File: src/lhrg_cfg.svh
// Constants for the linear home-return grid block
//
// Behaviour
// - Grid spacing follows stop-interval code 0..6; code 3 after reset.
// - Incremental encoder: grid anchored at first reference mark after home start.
// - Dog return: home is nearest grid point reached after dog turns off.
// - Encoder index pulse never anchors the grid.
// - Absolute encoder: grid anchored at absolute position zero.
// - Data-set return adopts current position as home at once.
// - Test switch blocks network traffic for self and all downstream drives.
// - All axes enter test together; only the selected axis may move.
// - Test mode accepts positioning, output forcing and program run from registers.
`ifndef LHRG_CFG_SVH
`define LHRG_CFG_SVH

// ----------------------------------------------------------------
// Register byte addresses
// ----------------------------------------------------------------
`define LHRG_ADDR_CTRL 8'h00
`define LHRG_ADDR_STAT 8'h04
`define LHRG_ADDR_POS 8'h08
`define LHRG_ADDR_HOME 8'h0c
`define LHRG_ADDR_IRQS 8'h10
`define LHRG_ADDR_IRQM 8'h14
`define LHRG_ADDR_TEST 8'h18
`define LHRG_ADDR_DOF 8'h1c

// ----------------------------------------------------------------
// Field positions
// ----------------------------------------------------------------
`define LHRG_CTRL_START 0
`define LHRG_CTRL_ABS 1
`define LHRG_CTRL_DSET 2
`define LHRG_CTRL_NEG 3
`define LHRG_CTRL_CODE 6:4
`define LHRG_STAT_BUSY 0
`define LHRG_STAT_REF 1
`define LHRG_STAT_HOMED 2
`define LHRG_STAT_TEST 3
`define LHRG_STAT_ANCH 4
`define LHRG_IRQ_HOME 0
`define LHRG_IRQ_REF 1
`define LHRG_IRQ_REJ 2
`define LHRG_TEST_AXIS 2:0
`define LHRG_TEST_MOVP 4
`define LHRG_TEST_MOVN 5
`define LHRG_TEST_PROG 6
`define LHRG_DOF_VAL 7:0
`define LHRG_DOF_EN 8

// ----------------------------------------------------------------
// Reset values and limits
// ----------------------------------------------------------------
`define LHRG_CODE_DEF 3'h3
`define LHRG_CODE_MAX 3'h6
`define LHRG_MAX_AXES 8

// ----------------------------------------------------------------
// Stop intervals in pulses
// ----------------------------------------------------------------
`define LHRG_STOP_0 32'h0000_2000
`define LHRG_STOP_1 32'h0002_0000
`define LHRG_STOP_2 32'h0004_0000
`define LHRG_STOP_3 32'h0010_0000
`define LHRG_STOP_4 32'h0040_0000
`define LHRG_STOP_5 32'h0100_0000
`define LHRG_STOP_6 32'h0400_0000

`endif

File: src/lhrg_pkg.sv
// Types shared by the linear home-return grid block
package lhrg_pkg;

  typedef enum logic [1:0] {
    H_IDLE = 2'b00,
    H_DOG = 2'b01,
    H_SEEK = 2'b10
  } lhrg_home_t;

  // Pins from the machine side, all asynchronous
  typedef struct packed {
    logic step;
    logic dir;
    logic refMark;
    logic dog;
    logic testSw;
    logic netUp;
  } lhrg_pins_t;

  typedef struct packed {
    lhrg_home_t hst;
    logic [31:0] pos;
    logic [31:0] anchor;
    logic [31:0] homePos;
    logic anchorValid;
    logic refSeen;
    logic targetValid;
    logic homed;
    logic dogWasOn;
    logic stepPrev;
    logic refPrev;
    logic [2:0] code;
    logic absEnc;
    logic dataSet;
    logic dirNeg;
    logic [2:0] irqStat;
    logic [2:0] irqMask;
    logic testMode;
    logic strapDone;
    logic [2:0] axisSel;
    logic movePos;
    logic moveNeg;
    logic progRun;
    logic [7:0] axisEn;
    logic [7:0] doForce;
    logic doForceEn;
    logic netDown;
    logic ready;
    logic slvErr;
    logic [31:0] rdata;
  } lhrg_state_t;

endpackage

File: src/lhrg_sync.sv
// Two-stage synchroniser for asynchronous pins
`timescale 1ns/1ps
`default_nettype none
module lhrg_sync #(
  parameter int W = 1
) (
  // Clock
  input wire logic clk,
  // Pins
  input wire logic [W-1:0] din,
  output logic [W-1:0] dout
);
  typedef struct packed {
    logic [W-1:0] s1;
    logic [W-1:0] s2;
  } lhrg_sync_t;

  lhrg_sync_t q, d;

  // No reset: the strap must be valid in the first cycle after reset release
  always_comb begin
    d = q;
    d.s1 = din;
    d.s2 = q.s1;
  end

  always_ff @(posedge clk) begin
    q <= d;
  end

  assign dout = q.s2;
endmodule
`default_nettype wire

File: src/lhrg_grid.sv
// Rounds an offset from the grid anchor onto the stop-interval grid
`timescale 1ns/1ps
`default_nettype none
`include "lhrg_cfg.svh"
module lhrg_grid import lhrg_pkg::*; (
  // Offset from anchor
  input wire logic [31:0] offset,
  input wire logic [2:0] code,
  input wire logic dirNeg,
  // Grid point ahead in travel direction
  output logic [31:0] gridOff
);
  function automatic logic [31:0] intervalOf(input logic [2:0] c);
    unique case (c)
      3'h0: intervalOf = `LHRG_STOP_0;
      3'h1: intervalOf = `LHRG_STOP_1;
      3'h2: intervalOf = `LHRG_STOP_2;
      3'h3: intervalOf = `LHRG_STOP_3;
      3'h4: intervalOf = `LHRG_STOP_4;
      3'h5: intervalOf = `LHRG_STOP_5;
      3'h6: intervalOf = `LHRG_STOP_6;
      default: intervalOf = `LHRG_STOP_3;
    endcase
  endfunction

  logic [31:0] mask;

  // Intervals are powers of two, so rounding is a mask
  always_comb begin
    mask = intervalOf(code) - 32'h1;
    if (dirNeg) begin
      gridOff = offset & ~mask;
    end else begin
      gridOff = (offset + mask) & ~mask;
    end
  end
endmodule
`default_nettype wire

File: src/lhrg_top.sv
// Home-return grid, test mode and network gate with APB registers
//
// Implementation choices: the address map and the APB register port.
`timescale 1ns/1ps
`default_nettype none
`include "lhrg_cfg.svh"
module lhrg_top import lhrg_pkg::*; #(
  parameter int NAXES = 2
) (
  // Clock and reset
  input wire logic clk,
  input wire logic rst,
  // APB slave
  input wire logic psel,
  input wire logic penable,
  input wire logic pwrite,
  input wire logic [7:0] paddr,
  input wire logic [31:0] pwdata,
  output logic [31:0] prdata,
  output logic pready,
  output logic pslverr,
  // Encoder and machine pins
  input wire lhrg_pins_t pinsIn,
  input wire logic encoderIndexPulse,
  input wire logic [31:0] absPos,
  input wire logic absLoad,
  // Network gate
  output logic netSelfEn,
  output logic netDownOut,
  // Test operation
  output logic [NAXES-1:0] axisMoveEn,
  output logic testMovePos,
  output logic testMoveNeg,
  output logic testProgRun,
  output logic [7:0] doForceVal,
  output logic doForceEn,
  // Home status
  output logic homeBusy,
  output logic homeDone,
  output logic [31:0] homePos,
  output logic [31:0] posNow,
  output logic irq
);

  // ----------------------------------------------------------------
  // Elaboration checks
  // ----------------------------------------------------------------
  if (NAXES < 1 || NAXES > `LHRG_MAX_AXES) begin : gBadAxes
    $error("NAXES out of range");
  end

  // ----------------------------------------------------------------
  // Declarations
  // ----------------------------------------------------------------
  lhrg_state_t s_q, s_d;
  lhrg_pins_t pinsSync;
  logic stepEdge, refEdge, reached;
  logic access, wrEn, rdEn;
  logic [31:0] offset, gridOff, target;
  logic [2:0] irqSet, irqClr;
  logic [2:0] newCode;
  // One bit wider than the axis field, so eight axes still compare correctly
  localparam logic [3:0] AXIS_LIMIT = 4'(NAXES);

  function automatic logic regMapped(input logic [7:0] a);
    unique case (a)
      `LHRG_ADDR_CTRL, `LHRG_ADDR_STAT, `LHRG_ADDR_POS, `LHRG_ADDR_HOME,
      `LHRG_ADDR_IRQS, `LHRG_ADDR_IRQM, `LHRG_ADDR_TEST, `LHRG_ADDR_DOF:
        regMapped = 1'b1;
      default: regMapped = 1'b0;
    endcase
  endfunction

  // ----------------------------------------------------------------
  // Pin synchronisers and grid arithmetic
  // ----------------------------------------------------------------
  lhrg_sync #(
    .W($bits(lhrg_pins_t))
  ) uSync (
    .clk(clk),
    .din(pinsIn),
    .dout(pinsSync)
  );

  // Index pulse is left unread on purpose: only the reference mark, or zero in absolute mode, anchors
  assign offset = s_q.pos - s_q.anchor;

  lhrg_grid uGrid (
    .offset(offset),
    .code(s_q.code),
    .dirNeg(s_q.dirNeg),
    .gridOff(gridOff)
  );

  assign target = gridOff + s_q.anchor;
  assign stepEdge = pinsSync.step & ~s_q.stepPrev;
  assign refEdge = pinsSync.refMark & ~s_q.refPrev;
  assign reached = s_q.dirNeg ? ($signed(s_q.pos) <= $signed(s_q.homePos))
                              : ($signed(s_q.pos) >= $signed(s_q.homePos));

  // One wait state: ready rises on the second access cycle
  assign access = psel & penable;
  assign wrEn = access & s_q.ready & pwrite & regMapped(paddr);
  assign rdEn = access & ~s_q.ready;
  assign newCode = pwdata[`LHRG_CTRL_CODE];

  // ----------------------------------------------------------------
  // Next state
  // ----------------------------------------------------------------
  always_comb begin
    s_d = s_q;
    irqSet = 3'h0;
    irqClr = 3'h0;

    // Strap caught once after reset; a later flip has no effect
    if (!s_q.strapDone) begin
      s_d.strapDone = 1'b1;
      s_d.testMode = pinsSync.testSw;
    end

    // Position counter
    s_d.stepPrev = pinsSync.step;
    s_d.refPrev = pinsSync.refMark;
    if (stepEdge) begin
      s_d.pos = pinsSync.dir ? s_q.pos - 32'h1 : s_q.pos + 32'h1;
    end
    if (absLoad && s_q.absEnc) begin
      s_d.pos = absPos;
    end

    // First reference mark after start anchors the grid
    if (refEdge && s_q.hst != H_IDLE && !s_q.refSeen && !s_q.absEnc) begin
      s_d.refSeen = 1'b1;
      s_d.anchor = s_q.pos;
      s_d.anchorValid = 1'b1;
      irqSet[`LHRG_IRQ_REF] = 1'b1;
    end

    // Home-return sequence
    unique case (s_q.hst)
      H_IDLE: begin
      end
      H_DOG: begin
        if (pinsSync.dog) begin
          s_d.dogWasOn = 1'b1;
        end else if (s_q.dogWasOn) begin
          s_d.hst = H_SEEK;
        end
      end
      H_SEEK: begin
        if (!s_q.targetValid) begin
          // Without an anchor the wait goes on; the controller flags it
          if (s_q.anchorValid) begin
            s_d.homePos = target;
            s_d.targetValid = 1'b1;
          end
        end else if (reached) begin
          s_d.homed = 1'b1;
          s_d.hst = H_IDLE;
          irqSet[`LHRG_IRQ_HOME] = 1'b1;
        end
      end
      default: begin
        s_d.hst = H_IDLE;
      end
    endcase

    // APB answer
    s_d.ready = rdEn;
    s_d.slvErr = rdEn & ~regMapped(paddr);
    if (rdEn) begin
      unique case (paddr)
        `LHRG_ADDR_CTRL: begin
          s_d.rdata = 32'h0;
          s_d.rdata[`LHRG_CTRL_ABS] = s_q.absEnc;
          s_d.rdata[`LHRG_CTRL_DSET] = s_q.dataSet;
          s_d.rdata[`LHRG_CTRL_NEG] = s_q.dirNeg;
          s_d.rdata[`LHRG_CTRL_CODE] = s_q.code;
        end
        `LHRG_ADDR_STAT: begin
          s_d.rdata = 32'h0;
          s_d.rdata[`LHRG_STAT_BUSY] = (s_q.hst != H_IDLE);
          s_d.rdata[`LHRG_STAT_REF] = s_q.refSeen;
          s_d.rdata[`LHRG_STAT_HOMED] = s_q.homed;
          s_d.rdata[`LHRG_STAT_TEST] = s_q.testMode;
          s_d.rdata[`LHRG_STAT_ANCH] = s_q.anchorValid;
        end
        `LHRG_ADDR_POS: s_d.rdata = s_q.pos;
        `LHRG_ADDR_HOME: s_d.rdata = s_q.homePos;
        `LHRG_ADDR_IRQS: s_d.rdata = {29'h0, s_q.irqStat};
        `LHRG_ADDR_IRQM: s_d.rdata = {29'h0, s_q.irqMask};
        `LHRG_ADDR_TEST: begin
          s_d.rdata = 32'h0;
          s_d.rdata[`LHRG_TEST_AXIS] = s_q.axisSel;
          s_d.rdata[`LHRG_TEST_MOVP] = s_q.movePos;
          s_d.rdata[`LHRG_TEST_MOVN] = s_q.moveNeg;
          s_d.rdata[`LHRG_TEST_PROG] = s_q.progRun;
        end
        `LHRG_ADDR_DOF: begin
          s_d.rdata = 32'h0;
          s_d.rdata[`LHRG_DOF_VAL] = s_q.doForce;
          s_d.rdata[`LHRG_DOF_EN] = s_q.doForceEn;
        end
        default: s_d.rdata = 32'h0;
      endcase
    end

    // APB writes
    if (wrEn) begin
      unique case (paddr)
        `LHRG_ADDR_CTRL: begin
          s_d.absEnc = pwdata[`LHRG_CTRL_ABS];
          s_d.dataSet = pwdata[`LHRG_CTRL_DSET];
          s_d.dirNeg = pwdata[`LHRG_CTRL_NEG];
          // Codes above six are ignored, keeping the last legal spacing
          if (newCode <= `LHRG_CODE_MAX) begin
            s_d.code = newCode;
          end
          if (pwdata[`LHRG_CTRL_START]) begin
            s_d.refSeen = 1'b0;
            s_d.dogWasOn = 1'b0;
            s_d.targetValid = 1'b0;
            s_d.homed = 1'b0;
            s_d.anchor = 32'h0;
            s_d.anchorValid = pwdata[`LHRG_CTRL_ABS];
            if (pwdata[`LHRG_CTRL_DSET]) begin
              s_d.homePos = s_q.pos;
              s_d.homed = 1'b1;
              s_d.hst = H_IDLE;
              irqSet[`LHRG_IRQ_HOME] = 1'b1;
            end else begin
              s_d.hst = H_DOG;
            end
          end
        end
        `LHRG_ADDR_IRQS: irqClr = pwdata[2:0];
        `LHRG_ADDR_IRQM: s_d.irqMask = pwdata[2:0];
        `LHRG_ADDR_TEST: begin
          // Commands only from the test port, one axis at a time
          if (s_q.testMode && {1'b0, pwdata[`LHRG_TEST_AXIS]} < AXIS_LIMIT) begin
            s_d.axisSel = pwdata[`LHRG_TEST_AXIS];
            s_d.movePos = pwdata[`LHRG_TEST_MOVP];
            s_d.moveNeg = pwdata[`LHRG_TEST_MOVN] & ~pwdata[`LHRG_TEST_MOVP];
            s_d.progRun = pwdata[`LHRG_TEST_PROG];
          end else begin
            irqSet[`LHRG_IRQ_REJ] = 1'b1;
          end
        end
        `LHRG_ADDR_DOF: begin
          if (s_q.testMode) begin
            s_d.doForce = pwdata[`LHRG_DOF_VAL];
            s_d.doForceEn = pwdata[`LHRG_DOF_EN];
          end else begin
            irqSet[`LHRG_IRQ_REJ] = 1'b1;
          end
        end
        default: begin
        end
      endcase
    end

    // Set wins over a same-cycle clear
    s_d.irqStat = (s_q.irqStat & ~irqClr) | irqSet;

    // Every axis shares test mode; only the selected one gets motion
    for (int i = 0; i < `LHRG_MAX_AXES; i++) begin
      s_d.axisEn[i] = s_d.testMode && (i < NAXES) && (s_d.axisSel == i[2:0]) &&
                      (s_d.movePos || s_d.moveNeg || s_d.progRun);
    end

    // Test mode cuts the link here and for everything downstream
    s_d.netDown = s_d.testMode ? 1'b0 : pinsSync.netUp;
  end

  // ----------------------------------------------------------------
  // State register
  // ----------------------------------------------------------------
  always_ff @(posedge clk) begin
    if (rst) begin
      s_q <= '0;
      s_q.hst <= H_IDLE;
      s_q.code <= `LHRG_CODE_DEF;
    end else begin
      s_q <= s_d;
    end
  end

  // ----------------------------------------------------------------
  // Outputs
  // ----------------------------------------------------------------
  assign prdata = s_q.rdata;
  assign pready = s_q.ready;
  assign pslverr = s_q.slvErr;
  assign netSelfEn = ~s_q.testMode;
  assign netDownOut = s_q.netDown;
  assign axisMoveEn = s_q.axisEn[NAXES-1:0];
  assign testMovePos = s_q.movePos;
  assign testMoveNeg = s_q.moveNeg;
  assign testProgRun = s_q.progRun;
  assign doForceVal = s_q.doForce;
  assign doForceEn = s_q.doForceEn;
  assign homeBusy = (s_q.hst != H_IDLE);
  assign homeDone = s_q.homed;
  assign homePos = s_q.homePos;
  assign posNow = s_q.pos;
  assign irq = |(s_q.irqStat & s_q.irqMask);

endmodule
`default_nettype wire

File: config.mk
export PLATFORM = sky130hd
export DESIGN_NAME = lhrg_top
export DESIGN_NICKNAME = d
export VERILOG_FILES = /design/src/lhrg_pkg.sv /design/src/lhrg_sync.sv /design/src/lhrg_grid.sv /design/src/lhrg_top.sv
export VERILOG_INCLUDE_DIRS = /design/src
export SDC_FILE = /design/constraint.sdc
export NUM_CORES = 1
export LEC_CHECK = 0
export BUFFER_PORTS_ARGS = -buffer_cell sky130_fd_sc_hd__buf_2
export CAP_MARGIN = 15
export CELL_PAD_IN_SITES_DETAIL_PLACEMENT = 1
export CELL_PAD_IN_SITES_GLOBAL_PLACEMENT = 2
export CORE_ASPECT_RATIO = 1.75
export CORE_MARGIN = 3
export CORE_UTILIZATION = 34
export CTS_BUF_LIST = sky130_fd_sc_hd__clkbuf_16
export DETAILED_ROUTE_END_ITERATION = 16
export GPL_TIMING_DRIVEN = 0
export PLACE_DENSITY = 0.87
export SYNTH_ARGS = -nofsm -noshare
export SYNTH_HDL_FRONTEND = slang
export SYNTH_SLANG_ARGS = --single-unit
File: constraint.sdc
create_clock -name clk -period 6.9 [get_ports clk]
set_clock_uncertainty 0.1 [all_clocks]
set_input_delay 0.345 -clock clk [delete_from_list [all_inputs] [get_ports clk]]
set_output_delay 0.345 -clock clk [all_outputs]
set_load 0.1 [all_outputs]
Yosys cells after proc, flatten, opt, wreduce, memory -nomap -nowiden
Memory sizes are Yosys's and may differ from the RTL's.
Index checks and enable logic that the tools add are counted.
{"block": "word_totals", "mem_bits_ro": 64, "inputBits": 85, "out_inout_bits": 117, "ff_bits": 183, "n_memories": 2}
{"block": "op_classes", "n_addsub": 6, "bitwise": 22, "reduce_logical": 26, "muxes": 53, "order_cmp": 4, "n_eq_ne": 15}
{"memory": "(name not given)", "words": 32, "word_bits": 1, "rd": 1, "rd_ports_with_merged_regs": 0, "write_ports": 0, "line_no": "lhrg_top.sv:66", "rtl": "unique case (a)"}
{"memory": "(name not given)", "words": 32, "word_bits": 1, "rd": 1, "rd_ports_with_merged_regs": 0, "write_ports": 0, "line_no": "lhrg_top.sv:66"}
{"op": "32-bit two-way mux", "n": 9}
{"op": "32-bit one-hot mux with 8 select lines", "n": 1}
{"op": "69-bit two-way mux", "n": 3}
{"op": "27-bit one-hot mux with 6 select lines", "n": 1}
{"op": "32-bit adder", "n": 2}
{"op": "32-bit bitwise AND", "n": 2}
{"op": "32-bit by 1-bit adder with 32-bit output, second input constant", "n": 1}
{"op": "8-bit by 5-bit equality test with 1-bit output, second input constant", "n": 4}
{"op": "32-bit >= comparator", "n": 1}
{"op": "32-bit <= comparator", "n": 1}
{"op": "32-bit inverter", "n": 1}
{"op": "32-bit by 1-bit subtractor with 32-bit output, second input constant", "n": 1}
{"op": "32-bit subtractor", "n": 1}
{"op": "27-bit by 1-bit subtractor with 28-bit output, second input constant", "n": 1}
{"op": "1-bit two-way mux", "n": 22}
{"op": "2-bit two-way mux", "n": 10}
{"op": "6-bit two-way mux", "n": 3}
{"op": "8-bit by 4-bit equality test with 1-bit output, second input constant", "n": 2}
{"op": "1-bit bitwise AND", "n": 9}
{"op": "3-bit equality test, second input constant", "n": 3}
{"op": "1-bit logical AND", "n": 9}
{"op": "3-bit zero test", "n": 3}
{"op": "8-bit by 3-bit equality test with 1-bit output, second input constant", "n": 1}
{"op": "8-bit zero test", "n": 1}
{"op": "21 further kinds", "n": 34}

Depth between registers and ports, before layout
{"block": "depth", "word_depth": 14, "depth_mapped": 33}

Cells and area by module
From an unflattened synthesis, not the netlist that was laid out.
{"block": "unflattened", "hier_cells": 1975, "area_unflattened_um2": 15144.5}
{"module": "lhrg_top", "cells_per_inst": 1755, "n_inst": 1, "seq_area_each_um2": 3423.3, "area_per_inst_um2": 13386.6}
{"module": "lhrg_grid", "cells_per_inst": 208, "n_inst": 1, "seq_area_each_um2": 0.0, "area_per_inst_um2": 1517.7}
{"module": "lhrg_sync", "cells_per_inst": 12, "n_inst": 1, "seq_area_each_um2": 240.2, "area_per_inst_um2": 240.2}

Worst setup path after synthesis
Ideal clock, no wire load.
{"block": "synth_path", "path_kind": "reg2reg", "from": "register s_q, in the netlist posNow[0]", "to": "register s_q, in the netlist homePos[31]", "period_less_slack_ns": 6.286, "slack_ns": 0.614, "stages_incl_launch_ff": 29, "arrival_ns": 6.095, "t_required_ns": 6.709, "path_cell_list": "dfxtp_1 > inv_1 > ha_1 > fa_1 > nand2b_1 > a21o_1 > a211oi_1 > o21a_1 > o21a_1 > nor2_1 > xnor2_1 > ha_1 > and3_1 > a211o_1 > o21ai_1 > a21boi_1 > or3_1 > a32o_1 > ha_1 > nor2b_1 > a311oi_2 > a211oi_1 > nor3_1 > nor2_1 > o311ai_1 > xor2_1 > xnor2_1 > nand2_1 > a311oi_1"}
{"block": "synth_via", "elab_chain_len": 12}
{"element": "start: declaration", "line_no": "lhrg_top.sv:55", "rtl": "lhrg_state_t s_q, s_d;"}
{"element": "32-bit subtractor *", "line_no": "lhrg_top.sv:86", "rtl": "assign offset = s_q.pos - s_q.anchor;"}
{"element": "32-bit adder", "line_no": "lhrg_grid.sv:34", "rtl": "gridOff = (offset + mask) & ~mask;"}
{"element": "32-bit bitwise AND", "line_no": "lhrg_grid.sv:34"}
{"element": "32-bit two-way mux *", "line_no": "lhrg_grid.sv:31", "rtl": "if (dirNeg) begin"}
{"element": "32-bit adder *", "line_no": "lhrg_top.sv:95", "rtl": "assign target = gridOff + s_q.anchor;"}
{"element": "32-bit two-way mux *", "line_no": "lhrg_top.sv:153", "rtl": "if (s_q.anchorValid) begin"}
{"element": "32-bit two-way mux *", "line_no": "lhrg_top.sv:151", "rtl": "if (!s_q.targetValid) begin"}
{"element": "32-bit two-way mux *", "line_no": "lhrg_top.sv:140", "rtl": "unique case (s_q.hst)"}
{"element": "32-bit two-way mux", "line_no": "lhrg_top.sv:226", "rtl": "if (pwdata[`LHRG_CTRL_DSET]) begin"}
{"element": "69-bit two-way mux", "line_no": "lhrg_top.sv:219", "rtl": "if (pwdata[`LHRG_CTRL_START]) begin"}
{"element": "69-bit two-way mux", "line_no": "lhrg_top.sv:210", "rtl": "unique case (paddr)"}
{"element": "69-bit two-way mux *", "line_no": "lhrg_top.sv:209", "rtl": "if (wrEn) begin"}
Every way passes the cells marked *; elsewhere a longest branch is shown, timed or not.
A chain may end at the register's enable or synchronous reset.

Worst setup path after layout
Ends and elaborated chain as after synthesis.

==> impl_metrics.csv <==
group,metric,value,unit
route,routed-wl-met3,1600,um
yosys,synth_edf_count,0,
yosys,ys_types,86,
min_path,holdPathStages,3,
min_path,min-delay-start,"pwdata[7]",
yosys,ys_seq_area_frac,0.258,
yosys,synthCells,1871,
yosys,async_reset_ff_frac,0,
setup_path,crit_path_start_kind,"flop",
floorplan,core_area,41000,um2
power_and_ir_drop,p_total,4.18,mW
placement,place_area,15700,um2
setup_path,crit_type,"flop to flop",
clocking,numCtsBuffers,17,
clocking,clock-sinks,182,
global_routing,grtUsageTotal,0.251,
yosys,syn_avg_cell_area,7.55,um2
yosys,synth_area,14100,um2
cells_and_area,diodes,0,
power_and_ir_drop,leakagePower,7.37,nW
yosys,ys_warn_count,0,
power_and_ir_drop,seqPwrFrac,0.280,
sta,fmax,151,MHz
route,ant_nets,0,
clocking,clk_path_buf_depth,2,
route,met1_length,21300,um
route,drt-total-wl,57300,um
power_and_ir_drop,power.internal,2.40,mW
power_and_ir_drop,powerDensity,249,nW/um2
floorplan,dieArea,44100,um2
global_routing,grt_pass1_vias,15465,
setup_path,cp-end-kind,"flop",
route,top_layer_used,"met4",
route,drc,0,
floorplan,fp.dieW,160,um
setup_path,reg2reg_from,"posNow[0]$_SDFFE_PP0P_",
cells_and_area,nNetsFinal,2313,
placement,portBuffers,175,
clocking,path_clk_slew,0.08,ns
clocking,h-tree-depth,4,
sta,slew_viol_final,0,
yosys,yosys_register_bits,182,
floorplan,placementRows,98,
sta,whs,0.0276,ns
global_routing,antenna_found_initial,1,
sta,tightest_slew,0.990,ns
power_and_ir_drop,combPwrFrac,0.469,
placement,routabilityCongestion,0.877,
global_routing,grt_pass1_wl,85800,um
flow_run,max_cap_violations,0,
setup_path,path_max_fanout,5,
setup_path,worstPathRequired,7.17,ns
power_and_ir_drop,ir_worst_vdd,0.000180,V
sta,slew_headroom,0.334,
status,status,"finished clean",
min_path,hold_end,"doForceVal[7]$_SDFFE_PP0P_",
power_and_ir_drop,p_switching,1.78,mW
sta,final_hold_viol_count,0,
global_routing,grt_max_degree,22,
route,drt-pass1-iter-count,5,
global_routing,grt-ovfl-total,0,
setup_path,rr_worst_depth,28,
sta,period_needed,6.63,ns
clocking,cts_tree,"yes",
placement,dp_hpwl,45200,um
sta,worst_slack,0.266,ns
route,drt_iter0_drc,598,
route,dr_total_vias,14764,
power_and_ir_drop,swShare,0.427,
placement,place_ws,-0.981,ns
cells_and_area,fill_cells,5201,
floorplan,io_pins,202,
setup_path,critical_path.max_stage_delay,0.52,ns
cells_and_area,area_delta_synth_final,19.0,%
setup_path,crit_slowest_cell,"or4_1",
sta,finalSetupViolations,0,
sta,timing.final.crit_share,0.961,
yosys,ys.flop_type,"dfxtp_1",
cells_and_area,drive_gt1_frac,0.199,
cells_and_area,design_area,16800,um2
clocking,root_buffer,"clkbuf_16",
setup_path,crit_arrival,6.90,ns
power_and_ir_drop,p_clk_frac,0.250,
route,vias_per_cell,5.55,
floorplan,die_y,276,um
clocking,clock_latency,0.46,ns
min_path,hp-class,"input port to flop",
setup_path,timing.rr.end,"homePos[31]$_SDFF_PP0_",
route,wire_per_inst,21.6,um
floorplan,start_util,0.345,
setup_path,rrSetupSlack,0.27,ns
route,wl_met2,30100,um
-- worst max path at each step --
stage | startpoint | depth (start not counted) | to | slack (ns)
2_1_floorplan | posNow[0]$_SDFFE_PP0P_ | 28 | homePos[31]$_SDFF_PP0_ | 0.61
3_5_place_dp | posNow[0]$_SDFFE_PP0P_ | 29 | homePos[31]$_SDFF_PP0_ | -0.98
5_1_grt | s_q[117]$_SDFF_PP0_ | 31 | homePos[31]$_SDFF_PP0_ | -0.09
6_report | posNow[0]$_SDFFE_PP0P_ | 28 | homePos[31]$_SDFF_PP0_ | 0.27
4_1_cts | posNow[0]$_SDFFE_PP0P_ | 30 | homePos[31]$_SDFF_PP0_ | 0.02
3_3_place_gp | posNow[0]$_SDFFE_PP0P_ | 28 | homePos[31]$_SDFF_PP0_ | -0.91
-- per-stage QoR --
stage	std cells	TNS [ns]	utilization
finish	2658	0	0.410
global route	2658	-0.146	0.410
CTS	2643	0	0.403
detailed placement	2600	-3.07	0.384
global placement	2599	-2.30	0.383
floorplan	1874	0	-
-- final cells by class --
type                    count  area, um2  share of cell area
flip-flops and latches    182       3670               0.219
inverters                  99        375              0.0223
clock buffers              17        425              0.0253
plain buffers             191       1130              0.0672
well taps                 550        688              0.0410
clock inverters            15        178              0.0106
multi-input cells        1402       9210               0.548
repair buffers            202       1120              0.0669
-- kinds of logic (layout without fill, tap and decap cells) --
group           Yosys count  count (layout)  synth area share
compound gates          533             533             0.252
xor+xnor                 70              70            0.0434
fa+ha+maj               133             133             0.119
buf+inv                 290             524             0.106
flops                   182             182             0.258
mux                      18              18            0.0128
other cells               1               4          0.000266
simple gates            644             644             0.208
-- layer usage --
metal,GRT usage,vias up
li1,-,7003
met1,0.253,7225
met2,0.480,362
met3,0.0249,174
met4,0.176,0
met5,0,-
-- state kept, by name, indices dropped and copies added (netlist names), 2 cells and up --
name	flops
uSync.dout	6
doForceVal	8
s_q	56
prdata	32
axisMoveEn	2
homePos	32
uSync.d	6
posNow	32
-- power by group through the flow --
| stage | sequential, mW | clock, mW | combinational (mW) |
|---|---|---|---|
| floorplan | 1.15 | 0 | 1.38 |
| global placement | 1.20 | 0 | 1.71 |
| detailed placement | 1.20 | 0 | 1.76 |
| CTS | 1.17 | 1.07 | 1.82 |
| global route | 1.17 | 1.10 | 2.13 |
| finish | 1.17 | 1.05 | 1.96 |
-- placed cells by master, fill, tap and decap left out, types with 7 or more instances in the layout --
cell type  Yosys  routed
a211oi_1      24      22
a21o_1        52      51
a21oi_1      185     179
a21oi_2        3       7
a221oi_1      10      10
a222oi_1       7       7
a22oi_1       26      26
a311oi_1      41      41
a31oi_1       12      10
and2_1         8       7
and3_1        11      11
buf_2         12     188
buf_4        106     124
clkbuf_1      72      72
clkbuf_16      0      17
dfxtp_1      182     169
dfxtp_2        0       7
ha_1         130     121
ha_2           0       7
inv_1         99      98
mux2i_1       18      18
nand2_1      218     216
nand2b_1      26      25
nand3_1       27      26
nand4_1       17      17
nor2_1       232     231
nor2b_1       22      21
nor3_1        26      23
nor3b_1        7       7
nor4_1         7       7
o211ai_1      11      11
o21a_1        14      14
o21ai_0       54      52
o21ai_1       18      20
o21bai_1       7       7
or3_1         10      10
xnor2_1       42      41
xor2_1        28      28
-- critical path: cells and delay by family (launching register included) --
family                     cells  cell delay, ns
DFF                            1            0.37
buffers and inverters          1            0.09
xor gates and xnor gates       3            0.62
AOI/OAI and AO/OA             12            2.58
and+or+nand+nor                8            1.56
adders and majority gates      4            1.22
-- cell usage after synthesis, types with 5 or more instances --
library cell  number  area, um2
nor3_1            26        130
a21o_1            52        390
buf_2             12       60.1
a311oi_1          41        359
o21ai_0           54        270
and3_1            11       68.8
buf_4            106        796
nand2b_1          26        163
a221oi_1          10       87.6
xor2_1            28        245
o211ai_1          11       82.6
nand2_1          218        818
a21oi_1          185        926
o21ai_1           18       90.1
dfxtp_1          182       3640
nor2b_1           22        138
xnor2_1           42        368
nand4_1           17        106
a31oi_1           12       75.1
nor2_1           232        871
o21a_1            14        105
and2_1             8       50.1
mux2i_1           18        180
a211o_1            5       43.8
clkbuf_1          72        270
nor3b_1            7       52.6
or3_1             10       62.6
nand3_1           27        135
nor4_1             7       43.8
ha_1             130       1630
inv_1             99        372
o21bai_1           7       52.6
a22o_1             6       52.6
a22oi_1           26        195
a222oi_1           7       70.1
o31ai_1            6       45.0
or4_1              5       37.5
a211oi_1          24        180
-- what timing repair did --
item | CTS | global route
hold buffers | 6 | 0
hold endpoints to repair | 6 | 0
buffers inserted | 5 | 14
gates resized for setup | 25 | 44
endpoints found under the setup margin | 10 | 6
pin swaps | 6 | 25
Note: power is estimated with default switching activity, not from simulation.
